--- src/rtl/wake_pkg.sv ---
// Shared constants and types for the wake detection block
package wake_pkg;

  // ==========================================================
  // Register offsets (byte addresses on the bus)
  localparam logic [7:0] OFF_CTRL   = 8'h00;
  localparam logic [7:0] OFF_ISTAT  = 8'h04;
  localparam logic [7:0] OFF_IMASK  = 8'h08;
  localparam logic [7:0] OFF_CMD    = 8'h0c;
  localparam logic [7:0] OFF_OFFS0  = 8'h10;
  localparam logic [7:0] OFF_OFFS1  = 8'h14;
  localparam logic [7:0] OFF_CRC0   = 8'h18;
  localparam logic [7:0] OFF_MASK   = 8'h40;
  localparam logic [7:0] OFF_MASKEND = 8'hc0;

  // ==========================================================
  // Control and status fields
  localparam int BIT_MAGIC_EN  = 0;
  localparam int BIT_FRAME_EN  = 1;
  localparam int BIT_MAGIC_RX  = 4;
  localparam int BIT_FRAME_RX  = 5;
  localparam int BIT_UNI_EN    = 9;
  localparam int ISTAT_MAGIC   = 0;
  localparam int ISTAT_FRAME   = 1;
  localparam logic [31:0] CTRL_RESET = 32'h0000_0000;
  localparam logic [31:0] CTRL_WMASK = 32'h0000_0203;
  localparam logic [31:0] CMD_WMASK  = 32'hdddd_dddd;
  localparam logic [1:0]  ATYPE_UNI  = 2'h0;
  localparam logic [1:0]  ATYPE_MULTI = 2'h2;

  // ==========================================================
  // Frame layout and magic pattern
  localparam int NUM_FILTERS = 8;
  localparam int MASK_BITS   = 128;
  localparam logic [10:0] MAGIC_START = 11'h00c;
  localparam logic [10:0] DA_LEN      = 11'h006;
  localparam logic [2:0]  SYNC_LAST   = 3'h5;
  localparam logic [2:0]  ADDR_LAST   = 3'h5;
  localparam logic [3:0]  REP_LAST    = 4'hf;
  localparam logic [7:0]  SYNC_BYTE   = 8'hff;
  localparam logic [15:0] CRC_POLY    = 16'h8005;
  localparam logic [15:0] CRC_INIT    = 16'hffff;

  typedef enum logic [0:0] {
    MS_SYNC,
    MS_ADDR
  } magic_state_type;

endpackage

--- src/rtl/wake_crc16.sv ---
// One-byte CRC-16 update step, MSB first
`timescale 1ns/1ns
module wake_crc16 #(
  parameter logic [15:0] POLY = wake_pkg::CRC_POLY
) (
  input  wire logic [15:0] crcIn,
  input  wire logic [7:0]  dataIn,
  output logic      [15:0] crcOut
);

  // ==========================================================
  // Eight serial shifts folded into one cycle
  always_comb begin
    logic [15:0] c;
    c = crcIn;
    for (int b = 7; b >= 0; b--) begin
      if (c[15] ^ dataIn[b]) begin
        c = {c[14:0], 1'b0} ^ POLY;
      end else begin
        c = {c[14:0], 1'b0};
      end
    end
    crcOut = c;
  end

endmodule

--- src/rtl/wake_detect.sv ---
// Wakeup frame filters and magic packet detector with Wishbone registers
//
// Overview of operation
// - Address type 00 unicast, 10 multicast, x1 any frame passing filter.
// - A filter counts only while its command bit 0 is set.
// - Pattern offset selects first checked byte; zero is first DA byte.
// - CRC-16 over masked bytes equal to expected value means match.
// - Frame wakes only with frame wake enable and qualifying cases.
// - Enabled matching filter on broadcast wakes despite broadcast reject.
// - Global unicast enable makes matching unicast frames wake regardless.
// - Passed-filter frames wake per address type multicast, unicast, any.
// - Magic enable stops normal reception; only magic pattern is sought (here frame filters still wake if frame wake is enabled).
// - Magic packet sets flag, requests full power, issues remote wakeup.
// - Magic packets must address own MAC or broadcast.
// - Multicast frames holding sixteen address copies are also accepted.
// - After DA and SA, six FF bytes then sixteen address copies.
// - Mask bit j feeds frame byte offset plus j into the CRC.
//
// The Wishbone register port and the address map are this design's own decisions.
`timescale 1ns/1ns
module wake_detect (
  input  wire logic        clk,
  input  wire logic        rst_n,
  // Wishbone slave
  input  wire logic [7:0]  adr_i,
  input  wire logic [31:0] dat_i,
  output logic      [31:0] dat_o,
  input  wire logic [3:0]  sel_i,
  input  wire logic        we_i,
  input  wire logic        cyc_i,
  input  wire logic        stb_i,
  output logic             ack_o,
  // Receive byte stream from the MAC
  input  wire logic        rxValid,
  input  wire logic        rxSof,
  input  wire logic        rxEof,
  input  wire logic [7:0]  rxData,
  input  wire logic        rxFrameOk,
  input  wire logic        rxPassFilter,
  input  wire logic [47:0] nodeAddr,
  // Power management side
  output logic             rxDisable,
  output logic             wakeRequest,
  output logic             remoteWakeup,
  output logic             fullPowerReq,
  output logic             irq
);

  localparam int NF = wake_pkg::NUM_FILTERS;

  // ==========================================================
  // Helpers
  function automatic logic [7:0] addrByte(input logic [47:0] a,
                                          input logic [2:0]  k);
    addrByte = a[8*(5-k) +: 8];
  endfunction

  function automatic logic [31:0] merge(input logic [31:0] old,
                                        input logic [31:0] nw,
                                        input logic [3:0]  sel);
    for (int b = 0; b < 4; b++) begin
      merge[8*b +: 8] = sel[b] ? nw[8*b +: 8] : old[8*b +: 8];
    end
  endfunction

  // ==========================================================
  // Bus decode
  logic        ack_q;
  logic [31:0] ctrl_q;
  logic [31:0] cmd_q;
  logic [63:0] offs_q;
  logic [127:0] crcExp_q;
  logic [1:0]  istat_q;
  logic [1:0]  imask_q;
  logic [31:0] dat_q;
  logic [wake_pkg::MASK_BITS-1:0] maskMem [NF];

  wire        wbReq    = cyc_i & stb_i & ~ack_q;
  wire        wrEn     = wbReq & we_i;
  wire        rdEn     = wbReq & ~we_i;
  wire [7:0]  wordAddr = {adr_i[7:2], 2'b00};
  wire        inMask   = wordAddr >= wake_pkg::OFF_MASK &&
                         wordAddr <  wake_pkg::OFF_MASKEND;
  wire [7:0]  maskRel  = wordAddr - wake_pkg::OFF_MASK;
  wire [2:0]  maskFlt  = maskRel[6:4];
  wire [1:0]  maskWord = maskRel[3:2];
  wire        crcHit   = wordAddr >= wake_pkg::OFF_CRC0 &&
                         wordAddr <  wake_pkg::OFF_MASK;
  wire [7:0]  crcRel   = wordAddr - wake_pkg::OFF_CRC0;
  wire        crcInRng = crcRel[7:2] < 6'h04;
  wire [1:0]  crcWord  = crcRel[3:2];
  wire        istatRd  = rdEn && wordAddr == wake_pkg::OFF_ISTAT;

  // Read selection; unmapped words read as zero
  wire [31:0] maskRd  = maskMem[maskFlt][32*maskWord +: 32];
  wire [31:0] rdData  =
    wordAddr == wake_pkg::OFF_CTRL  ? ctrl_q :
    wordAddr == wake_pkg::OFF_ISTAT ? {30'h0, istat_q} :
    wordAddr == wake_pkg::OFF_IMASK ? {30'h0, imask_q} :
    wordAddr == wake_pkg::OFF_CMD   ? cmd_q :
    wordAddr == wake_pkg::OFF_OFFS0 ? offs_q[31:0] :
    wordAddr == wake_pkg::OFF_OFFS1 ? offs_q[63:32] :
    (crcHit && crcInRng)            ? crcExp_q[32*crcWord +: 32] :
    inMask                          ? maskRd : 32'h0;

  // Ack one cycle after the request, dropped the cycle after
  always_ff @(posedge clk) begin
    if (!rst_n) begin
      ack_q <= 1'b0;
      dat_q <= 32'h0;
    end else begin
      ack_q <= wbReq;
      if (rdEn) begin
        dat_q <= rdData;
      end
    end
  end
  assign ack_o = ack_q;
  assign dat_o = dat_q;

  // ==========================================================
  // Configuration registers
  wire magicEn = ctrl_q[wake_pkg::BIT_MAGIC_EN];
  wire frameEn = ctrl_q[wake_pkg::BIT_FRAME_EN];
  wire uniEn   = ctrl_q[wake_pkg::BIT_UNI_EN];
  logic magicWake;
  logic frameWake;

  always_ff @(posedge clk) begin
    if (!rst_n) begin
      cmd_q    <= 32'h0;
      offs_q   <= 64'h0;
      crcExp_q <= 128'h0;
      imask_q  <= 2'h0;
    end else if (wrEn) begin
      if (wordAddr == wake_pkg::OFF_CMD) begin
        cmd_q <= merge(cmd_q, dat_i, sel_i) & wake_pkg::CMD_WMASK;
      end
      if (wordAddr == wake_pkg::OFF_OFFS0) begin
        offs_q[31:0] <= merge(offs_q[31:0], dat_i, sel_i);
      end
      if (wordAddr == wake_pkg::OFF_OFFS1) begin
        offs_q[63:32] <= merge(offs_q[63:32], dat_i, sel_i);
      end
      if (crcHit && crcInRng) begin
        crcExp_q[32*crcWord +: 32] <=
          merge(crcExp_q[32*crcWord +: 32], dat_i, sel_i);
      end
      if (wordAddr == wake_pkg::OFF_IMASK) begin
        imask_q <= dat_i[1:0];
      end
    end
  end

  // Byte masks have no reset; software loads them before enabling
  always_ff @(posedge clk) begin
    if (wrEn && inMask) begin
      maskMem[maskFlt][32*maskWord +: 32] <= merge(maskRd, dat_i, sel_i);
    end
  end

  // Control: enables by write, received flags set by hardware and
  // cleared by writing one; a set in the same cycle wins
  wire [31:0] ctrlWr = merge(ctrl_q, dat_i, sel_i);
  wire ctrlWrite = wrEn && wordAddr == wake_pkg::OFF_CTRL;
  always_ff @(posedge clk) begin
    if (!rst_n) begin
      ctrl_q <= wake_pkg::CTRL_RESET;
    end else begin
      if (ctrlWrite) begin
        ctrl_q <= (ctrlWr & wake_pkg::CTRL_WMASK) |
                  (ctrl_q & ~wake_pkg::CTRL_WMASK & ~ctrlWr);
      end
      if (magicWake) begin
        ctrl_q[wake_pkg::BIT_MAGIC_RX] <= 1'b1;
      end
      if (frameWake) begin
        ctrl_q[wake_pkg::BIT_FRAME_RX] <= 1'b1;
      end
    end
  end

  // Interrupt status cleared by reading it; events win over the read
  always_ff @(posedge clk) begin
    if (!rst_n) begin
      istat_q <= 2'h0;
    end else begin
      istat_q <= (istatRd ? 2'h0 : istat_q) | {frameWake, magicWake};
    end
  end
  assign irq = |(istat_q & imask_q);

  // ==========================================================
  // Frame position and destination address classification
  logic [10:0] pos_q;
  logic        broadcast_reject_q;
  logic        mcast_q;
  logic        own_q;
  logic        pass_q;
  logic        ok_q;
  logic        eval_q;

  wire [10:0] pos     = rxSof ? 11'h0 : pos_q;
  wire        inDa    = pos < wake_pkg::DA_LEN;
  wire        byteFf  = rxData == wake_pkg::SYNC_BYTE;
  wire        byteOwn = rxData == addrByte(nodeAddr, pos[2:0]);

  always_ff @(posedge clk) begin
    if (!rst_n) begin
      pos_q   <= 11'h0;
      broadcast_reject_q <= 1'b0;
      mcast_q <= 1'b0;
      own_q   <= 1'b0;
      pass_q  <= 1'b0;
      ok_q    <= 1'b0;
      eval_q  <= 1'b0;
    end else begin
      eval_q <= rxValid & rxEof;
      if (rxValid) begin
        if (pos != 11'h7ff) begin
          pos_q <= pos + 11'h1;
        end
        if (rxSof) begin
          mcast_q <= rxData[0];
        end
        if (inDa) begin
          broadcast_reject_q <= (rxSof | broadcast_reject_q) & byteFf;
          own_q   <= (rxSof | own_q) & byteOwn;
        end
        if (rxEof) begin
          pass_q <= rxPassFilter;
          ok_q   <= rxFrameOk;
        end
      end
    end
  end

  // ==========================================================
  // Wakeup frame filters
  logic [NF-1:0] hitVec;
  logic [NF-1:0] matchVec;
  wire isUni   = ~mcast_q;
  wire isMulti = mcast_q & ~broadcast_reject_q;

  for (genvar i = 0; i < NF; i++) begin : g_filter
    logic [15:0] crc_q;
    logic [15:0] crcNext;
    wire        en    = cmd_q[4*i];
    wire [1:0]  atype = cmd_q[4*i+2 +: 2];
    wire [7:0]  offs  = offs_q[8*i +: 8];
    wire [10:0] rel   = pos - {3'h0, offs};
    wire        win   = pos >= {3'h0, offs} && rel < 11'd128;
    wire        take  = rxValid & win & maskMem[i][rel[6:0]];
    wire [15:0] base  = rxSof ? wake_pkg::CRC_INIT : crc_q;

    wake_crc16 u_crc (
      .crcIn  (base),
      .dataIn (rxData),
      .crcOut (crcNext)
    );

    // Unselected bytes leave the running CRC alone
    always_ff @(posedge clk) begin
      if (!rst_n) begin
        crc_q <= wake_pkg::CRC_INIT;
      end else if (rxValid) begin
        crc_q <= take ? crcNext : base;
      end
    end

    // Qualifying cases of the wake table
    wire crcOk  = crc_q == crcExp_q[16*i +: 16];
    wire byType = atype[0] |
                  (atype == wake_pkg::ATYPE_MULTI & isMulti) |
                  (atype == wake_pkg::ATYPE_UNI & isUni);
    assign matchVec[i] = en & crcOk;
    assign hitVec[i] = en & crcOk &
                       (broadcast_reject_q |
                        (uniEn & isUni) |
                        (pass_q & byType));
  end

  // One judgement per frame, after its last byte
  assign frameWake = eval_q & ok_q & frameEn & (|hitVec);

  // ==========================================================
  // Magic packet search
  wake_pkg::magic_state_type state_q;
  logic [2:0] ffCnt_q;
  logic [2:0] octet_q;
  logic [3:0] rep_q;
  logic       seen_q;

  wire afterSa  = pos >= wake_pkg::MAGIC_START;
  wire addrOk   = rxData == addrByte(nodeAddr, octet_q);
  wire firstCp  = octet_q == 3'h0 && rep_q == 4'h0;
  wire lastCp   = octet_q == wake_pkg::ADDR_LAST &&
                  rep_q == wake_pkg::REP_LAST;

  // A broken copy drops back to looking for the sync run; an FF there
  // may already start the next run
  always_ff @(posedge clk) begin
    if (!rst_n || (rxValid && rxSof)) begin
      state_q <= wake_pkg::MS_SYNC;
      ffCnt_q <= 3'h0;
      octet_q <= 3'h0;
      rep_q   <= 4'h0;
      seen_q  <= 1'b0;
    end else if (rxValid && afterSa && magicEn && !seen_q) begin
      case (state_q)
        wake_pkg::MS_SYNC: begin
          if (!byteFf) begin
            ffCnt_q <= 3'h0;
          end else if (ffCnt_q == wake_pkg::SYNC_LAST) begin
            state_q <= wake_pkg::MS_ADDR;
          end else begin
            ffCnt_q <= ffCnt_q + 3'h1;
          end
        end
        wake_pkg::MS_ADDR: begin
          if (addrOk) begin
            seen_q  <= lastCp;
            octet_q <= (octet_q == wake_pkg::ADDR_LAST) ? 3'h0 :
                       octet_q + 3'h1;
            if (octet_q == wake_pkg::ADDR_LAST) begin
              rep_q <= rep_q + 4'h1;
            end
          end else if (!(firstCp && byteFf)) begin
            state_q <= wake_pkg::MS_SYNC;
            ffCnt_q <= {2'h0, byteFf};
            octet_q <= 3'h0;
            rep_q   <= 4'h0;
          end
        end
        default: begin
          state_q <= wake_pkg::MS_SYNC;
        end
      endcase
    end
  end

  // Own address, broadcast, or any multicast carrying the pattern
  assign magicWake = eval_q & ok_q & magicEn & seen_q &
                     (own_q | mcast_q);

  // ==========================================================
  // Wake outputs, one-cycle pulses from flip-flops
  logic wake_q;
  logic remote_q;
  logic full_q;
  always_ff @(posedge clk) begin
    if (!rst_n) begin
      wake_q   <= 1'b0;
      remote_q <= 1'b0;
      full_q   <= 1'b0;
    end else begin
      wake_q   <= frameWake | magicWake;
      remote_q <= frameWake | magicWake;
      full_q   <= magicWake;
    end
  end
  assign wakeRequest  = wake_q;
  assign remoteWakeup = remote_q;
  assign fullPowerReq = full_q;
  // Normal path stays blocked until software clears the enable
  assign rxDisable    = magicEn;
endmodule

--- config.mk ---
export PLATFORM = sky130hd
export DESIGN_NAME = wake_detect
export DESIGN_NICKNAME = d
export VERILOG_FILES = /design/src/rtl/wake_pkg.sv /design/src/rtl/wake_crc16.sv /design/src/rtl/wake_detect.sv
export SDC_FILE = /design/constraint.sdc
export NUM_CORES = 2
export LEC_CHECK = 0
export BUFFER_PORTS_ARGS = -buffer_cell sky130_fd_sc_hd__buf_4
export CAP_MARGIN = 20
export CORE_ASPECT_RATIO = 2
export CORE_MARGIN = 1.5
export CORE_UTILIZATION = 45
export DETAILED_ROUTE_END_ITERATION = 7
export HOLD_SLACK_MARGIN = 0.1
export PLACE_DENSITY = 0.64
export SYNTH_ARGS = -nofsm -noshare
export SYNTH_HDL_FRONTEND = slang
export SYNTH_SLANG_ARGS = --single-unit
--- constraint.sdc ---
create_clock -name clk -period 5.7 [get_ports clk]
set_input_delay 0.57 -clock clk [delete_from_list [all_inputs] [get_ports clk]]
set_output_delay 0.57 -clock clk [all_outputs]
set_load 0.05 [all_outputs]
# Word-level counts from Yosys, hierarchy flattened
# Memory sizes are Yosys's and may differ from the RTL's.
# Cells that the tools add are included.
# Widths: inputs -> output; s select.
# word_totals
input_bits	110
n_memories	1
romBits	0
latch_bits	0
mem_bits_rw	1024
out_inout_bits	38
ff_bits	444
elab_cells	572
# classes
n_addsub	18
muxes	140
order_cmp	31
bitwise	238
shifts	8
div_mod_pow	0
eq_ne	33
n_mul	0
reduce_logical	61
# mem_list
name	words	width	read_ports	rd_clocked_by_memory_dff	write_ports	line	source
maskMem	8	128	9	0	1	wake_detect.sv:76	logic [wake_pkg::MASK_BITS-1:0] maskMem [NF];
# ops
cell	n
$mux 16	80
$mux 32	8
$shift 32x34->128 const A	2
$shiftx 128x8->32	2
$shiftx 32x34->128	2
$not 3->3	64
$bwmux 128	1
$eq 16x16->1	8
$mux 128	1
$mux 8	12
$shiftx 48x33->8	2
$ge 11x8->1	8
$lt 11x8->1 const B	8
$sub 11x8->11	8
$and 1x1->1	71
$neg 7->34	2
$lt 7x8->1 const B	8
$xor 1x1->1	64
$bmux 1 s7	8
$reduce_and 3->1	14
$and 32x32->32	1
$not 32->32	1
$or 10x32->32	1
$or 1x1->1	29
48 further kinds	124

# Logic depth before layout (Yosys ltp)
# depth
word_depth	18
ltp_mapped	19
mapped_depth_nobuf	15

# Hierarchy
# From an unflattened synthesis, not the netlist that was laid out.
# hier_totals
hier_cells	5695
hier_area_um2	76295.7
# modules_own_cells
mod	instances	area_per_inst_um2	cells_per_inst	seq_area_each_um2
wake_detect	1	73913.4	5471	39638.0
wake_crc16	8	297.8	28	0.0

# Worst setup path before layout
# No wires, ideal clock.
# synth_timing
kind	in2reg
start	input port rxSof
end	register g_filter[6].crc_q[0]
path_slack_ns	0.266
t_required_ns	5.567
path_buffers	5
arrival_ns	5.301
setup_ns	0.133
cell_stages	17
path_cell_list	clkbuf_1 clkbuf_1 buf_1 clkbuf_1 clkbuf_1 nor2b_1 ha_1 and4bb_1 o41ai_1 nand2b_1 a21oi_1 xor2_1 mux4_2 a2111oi_2 o31ai_2 nor2_2 a2bb2oi_2
# synth_between
elab_chain_len	18
elab_cells_between_ends	34
classes_between	add/sub: 1; order compare: 2; mux: 13; bitwise: 17; reduce/logical: 1
# synth_lines
item	line	source
start, declared	wake_detect.sv:35	input wire logic rxSof,
$mux 16	wake_detect.sv:254	wire [15:0] base = rxSof ? wake_pkg::CRC_INIT : crc_q;
$xor 1x1->1 or $not 3->3 (tied branches)	n/a	
$mux 16	wake_crc16.sv:17	if (c[15] ^ dataIn[b]) begin
$xor 1x1->1	wake_crc16.sv:17	
$mux 16	wake_crc16.sv:17	
$xor 1x1->1	wake_crc16.sv:17	
$mux 16	wake_crc16.sv:17	
$xor 1x1->1	wake_crc16.sv:17	
(+2 left out)	n/a	
$mux 16	wake_crc16.sv:17	
$xor 1x1->1	wake_crc16.sv:17	
$mux 16	wake_crc16.sv:17	
$xor 1x1->1	wake_crc16.sv:17	
$mux 16	wake_crc16.sv:17	
$xor 1x1->1	wake_crc16.sv:17	
$mux 16	wake_crc16.sv:17	
$mux 16 *	wake_detect.sv:267	crc_q <= take ? crcNext : base;
end signal, assigned	wake_detect.sv:265	crc_q <= wake_pkg::CRC_INIT;
end signal, assigned	wake_detect.sv:267	
end, declared	wake_detect.sv:246	logic [15:0] crc_q;
# Mark *: on every way between the ends. The rest lies on a longest branch, timed or not. The select of a mux whose other input is x is not followed.
# A chain may end at the register's enable or synchronous reset.

# Final worst setup path
# layout_timing
start	register pos_q[0]
end	register g_filter[0].crc_q[6]
# layout_between
elab_chain_len	7
elab_cells_between_ends	10
classes_between	add/sub: 1; order compare: 2; mux: 4; bitwise: 2; reduce/logical: 1
# layout_lines
item	line	source
start, declared	wake_detect.sv:195	logic [10:0] pos_q;
start signal, assigned	wake_detect.sv:221	pos_q <= pos + 11'h1;
$mux 11 *	wake_detect.sv:203	wire [10:0] pos = rxSof ? 11'h0 : pos_q;
$sub 11x8->11	wake_detect.sv:251	wire [10:0] rel = pos - {3'h0, offs};
$lt 11x8->1	wake_detect.sv:252	wire win = pos >= {3'h0, offs} && rel < 11'd128;
$logic_and 1x1->1	wake_detect.sv:252	
$and 1x1->1	wake_detect.sv:253	wire take = rxValid & win & maskMem[i][rel[6:0]];
$and 1x1->1 *	wake_detect.sv:253	
$mux 16 *	wake_detect.sv:267	
end signal, assigned	wake_detect.sv:265	
end signal, assigned	wake_detect.sv:267	
end, declared	wake_detect.sv:246	
# Marks and branches as above.

==> run summary <==
fin. max-slew vios - 0
gate count of the mapped netlist - 5575
final std cells w/o fill - 7992
most frequent cells in the layout - edfxtp_1, mux4_2, dfxtp_1
Synth Cell Area - 0.07492 sq mm
register area share after synthesis - 0.5290
crit-path max FO - 19
setup bufs post-CTS - 0
r2r startpoint - pos_q[0]
HP Class - input port to flip-flop
Worst Tran Pin Value - 1290 ps
Setup CP Type - flip-flop to flip-flop
Max transition margin - 0.1321
clock tree buffer depth - 4
DR iter-0 viols - 6775
pin count of the biggest net entering global routing - 84
Critical path origin - pos_q[0]
placed cell count - 7697
Gate power share - 0.119
clock group share of total power - 0.402
ys async rst share - 0
Fillers - 13900
Primary FF master, synth - edfxtp_1
H-tree Lvls - 4
Initial Utilization - 0.4533
switching pwr - 6173 uW
Vias/cell - 6.919
Post-synth EDFFs - 1024
post-synthesis sequential element count - 1468
sequential share of power - 0.479
Register Area - 0.03964 sq mm
Die Y - 580.1 um
Avg Inst Size Synth - 13.44 sq um
Hold Vio Cnt, Final - 0
IO Port Bufs - 145
Setup crit end kind - flip-flop
most common cell after layout, fill and taps aside - edfxtp_1
antenna-violating nets left - 0
Synth-to-Final Area Change - 13.21%
status - finished clean
antenna violations before repair - 23
CTS tree - built
TritonCTS buffer count - 139
sw frac - 0.2561
Clk Latency, worst-skew pair - 890 ps
nets@finish - 5941
Cell Area, Placed - 0.07981 sq mm
GRT Total Usage - 0.3664
CP Launch Type - flip-flop
total negative slack - 0 ps
Clock Skew - 80.52 ps
final core occ - 0.5132
leakage power - 0.02845 uW
Netlist cell types - 101
Final min period - 5608 ps
Required @ worst endpoint - 6480 ps
Placer Congestion - 1.059
Final Setup Violations - 0
Ys Warns - 0
clk slew on worst S/H paths - 70 ps
drt drc - 0
overall routed net length - 311800 um
DR vias - 55298
root buffer cell - clkbuf_16
Power Total - 24100 uW
grt total ovfl - 0
P_int - 17930 uW
clk sinks - 1468
post-route cell area - 0.08482 sq mm
Mapped Nets - 5767
HP Start - dat_i[25]
total core area - 0.1653 sq mm
first-pass GRT wire length - 428000 um
Max-Cap Viols - 0
PD cells - 284.2 mW/mm^2
Achievable Freq - 178.3 MHz
Worst VDD drop - 0.0002808 V
dpl hpwl - 231300 um
Ports - 148
multi-input logic area - 0.03375 sq mm
Cell Rows - 211
share of layout cells above drive strength 1 - 0.2469
number of global-route vias before repair - 55146
wire per inst - 39.01 um
RSZ-0062 raised after global routing - no
crit share post-route - 0.9839
Die X - 291.5 um
die footprint - 0.1691 sq mm
crit path DAT - 6390 ps
Detailed Routing Iterations Pass 1 - 7
## Yosys cell counts, drive strengths merged (14+ instances only)
| cell | count | share of area |
|---|---|---|
| edfxtp | 1024 | 0.41 |
| mux4 | 626 | 0.19 |
| nor2 | 471 | 0.024 |
| dfxtp | 444 | 0.12 |
| nand2 | 434 | 0.022 |
| a21oi | 321 | 0.022 |
| xnor2 | 296 | 0.035 |
| clkbuf | 284 | 0.014 |
| o21ai | 191 | 0.013 |
| a22oi | 180 | 0.018 |
| buf | 120 | 0.0075 |
| inv | 115 | 0.0058 |
| nand3 | 105 | 0.0070 |
| mux2 | 98 | 0.015 |
| xor2 | 97 | 0.012 |
| mux2i | 81 | 0.011 |
| ha | 74 | 0.012 |
| o32a | 61 | 0.0081 |
| nand2b | 48 | 0.0040 |
| nand4 | 35 | 0.0029 |
| nor3 | 31 | 0.0022 |
| a2bb2oi | 29 | 0.0041 |
| nor2b | 29 | 0.0024 |
| o211ai | 29 | 0.0031 |
| nor4 | 26 | 0.0023 |
| o22ai | 25 | 0.0021 |
| and3 | 22 | 0.0018 |
| a211oi | 20 | 0.0020 |
| a21o | 18 | 0.0018 |
| a31oi | 18 | 0.0015 |
| a32oi | 16 | 0.0019 |
| o31ai | 16 | 0.0019 |
| a2111oi | 14 | 0.0023 |
## registers in the layout, summed over array words and instances, names as in the netlist, 4 cells and up
| signal | cells |
|---|---|
| cmd_q | 24 |
| crcExp_q | 128 |
| pos_q | 11 |
| g_filter.crc_q | 128 |
| maskMem | 1024 |
| dat_o | 32 |
| rep_q | 4 |
| ctrl_q | 32 |
| offs_q | 64 |
## power by group through the flow
stage / registers [uW] / logic [uW] / clock network, uW
2_1_floorplan: 11800 / 1580 / 0
3_3_place_gp: 11800 / 2690 / 0
3_5_place_dp: 11800 / 2710 / 0
4_1_cts: 11500 / 2750 / 9680
5_1_grt: 11500 / 2930 / 10100
6_report: 11500 / 2860 / 9690
## final timing paths
check,end,slack [ps],cells after the start
min,offs_q[25],90,3
min reg2reg,ctrl_q[15],430,2
max reg2reg,g_filter[0].crc_q[6],90,14
max,g_filter[0].crc_q[6],90,14
## routing by layer
| metal | routed length (um) | global-route usage | share of wire | vias to the layer above |
|---|---|---|---|---|
| li1 | - | - | - | 22002 |
| met1 | 86350 | 0.3449 | 0.28 | 27718 |
| met2 | 151900 | 0.6151 | 0.49 | 4042 |
| met3 | 27900 | 0.08155 | 0.089 | 1522 |
| met4 | 45430 | 0.4216 | 0.15 | 14 |
| met5 | 127 | 0.001722 | 0.00041 | - |
## worst max-delay path, stage by stage (launching register included)
cell and delay [ps]:
dfxtp_1 330, inv_1 110, nor2_1 180, clkinv_1 170
buf_4 270, ha_4 200, fa_2 580, buf_12 250
mux4_2 470, mux2i_1 890, mux2_2 320, a2111oi_1 130
o31ai_2 890, nor2_1 420, a2bb2oi_1 250
## stage by stage
| stage | setup WS [ps] | hold slack [ps] |
|---|---|---|
| final | 91.62 | 86.19 |
| after detailed placement | 222.3 | 423.9 |
| after global placement | 180.9 | 419.9 |
| after floorplan | 265.8 | 411.7 |
| after CTS | 543.1 | 100.5 |
| after global routing | 56.99 | 114.5 |
## cell families (layout without fill, tap and decap cells)
logic type      after synthesis  count (layout)  share of synthesized area
compound gates             1033            1033                    0.09277
fa+ha+maj                    87              87                    0.01516
xor+xnor                    393             393                    0.04669
simple gates               1266            1266                    0.07482
flops                      1468            1468                     0.5290
other cells                   0              14                          0
buf+inv                     523             796                    0.02774
mux                         805             805                     0.2138
## what timing repair did
item	in CTS	in global routing
hold buffers	36	1
resized for setup	0	0
endpoints found under the hold margin	85	1
## layout make-up
type	instances	area share
diodes	14	0.0004130
clock buffers	176	0.04495
clock inverters	64	0.008983
inverters	119	0.005355
multi-input cells	3584	0.3979
flip-flops and latches	1468	0.4673
well taps	2130	0.03142
repair buffers	437	0.04363
(Power assumes the default switching activity.)
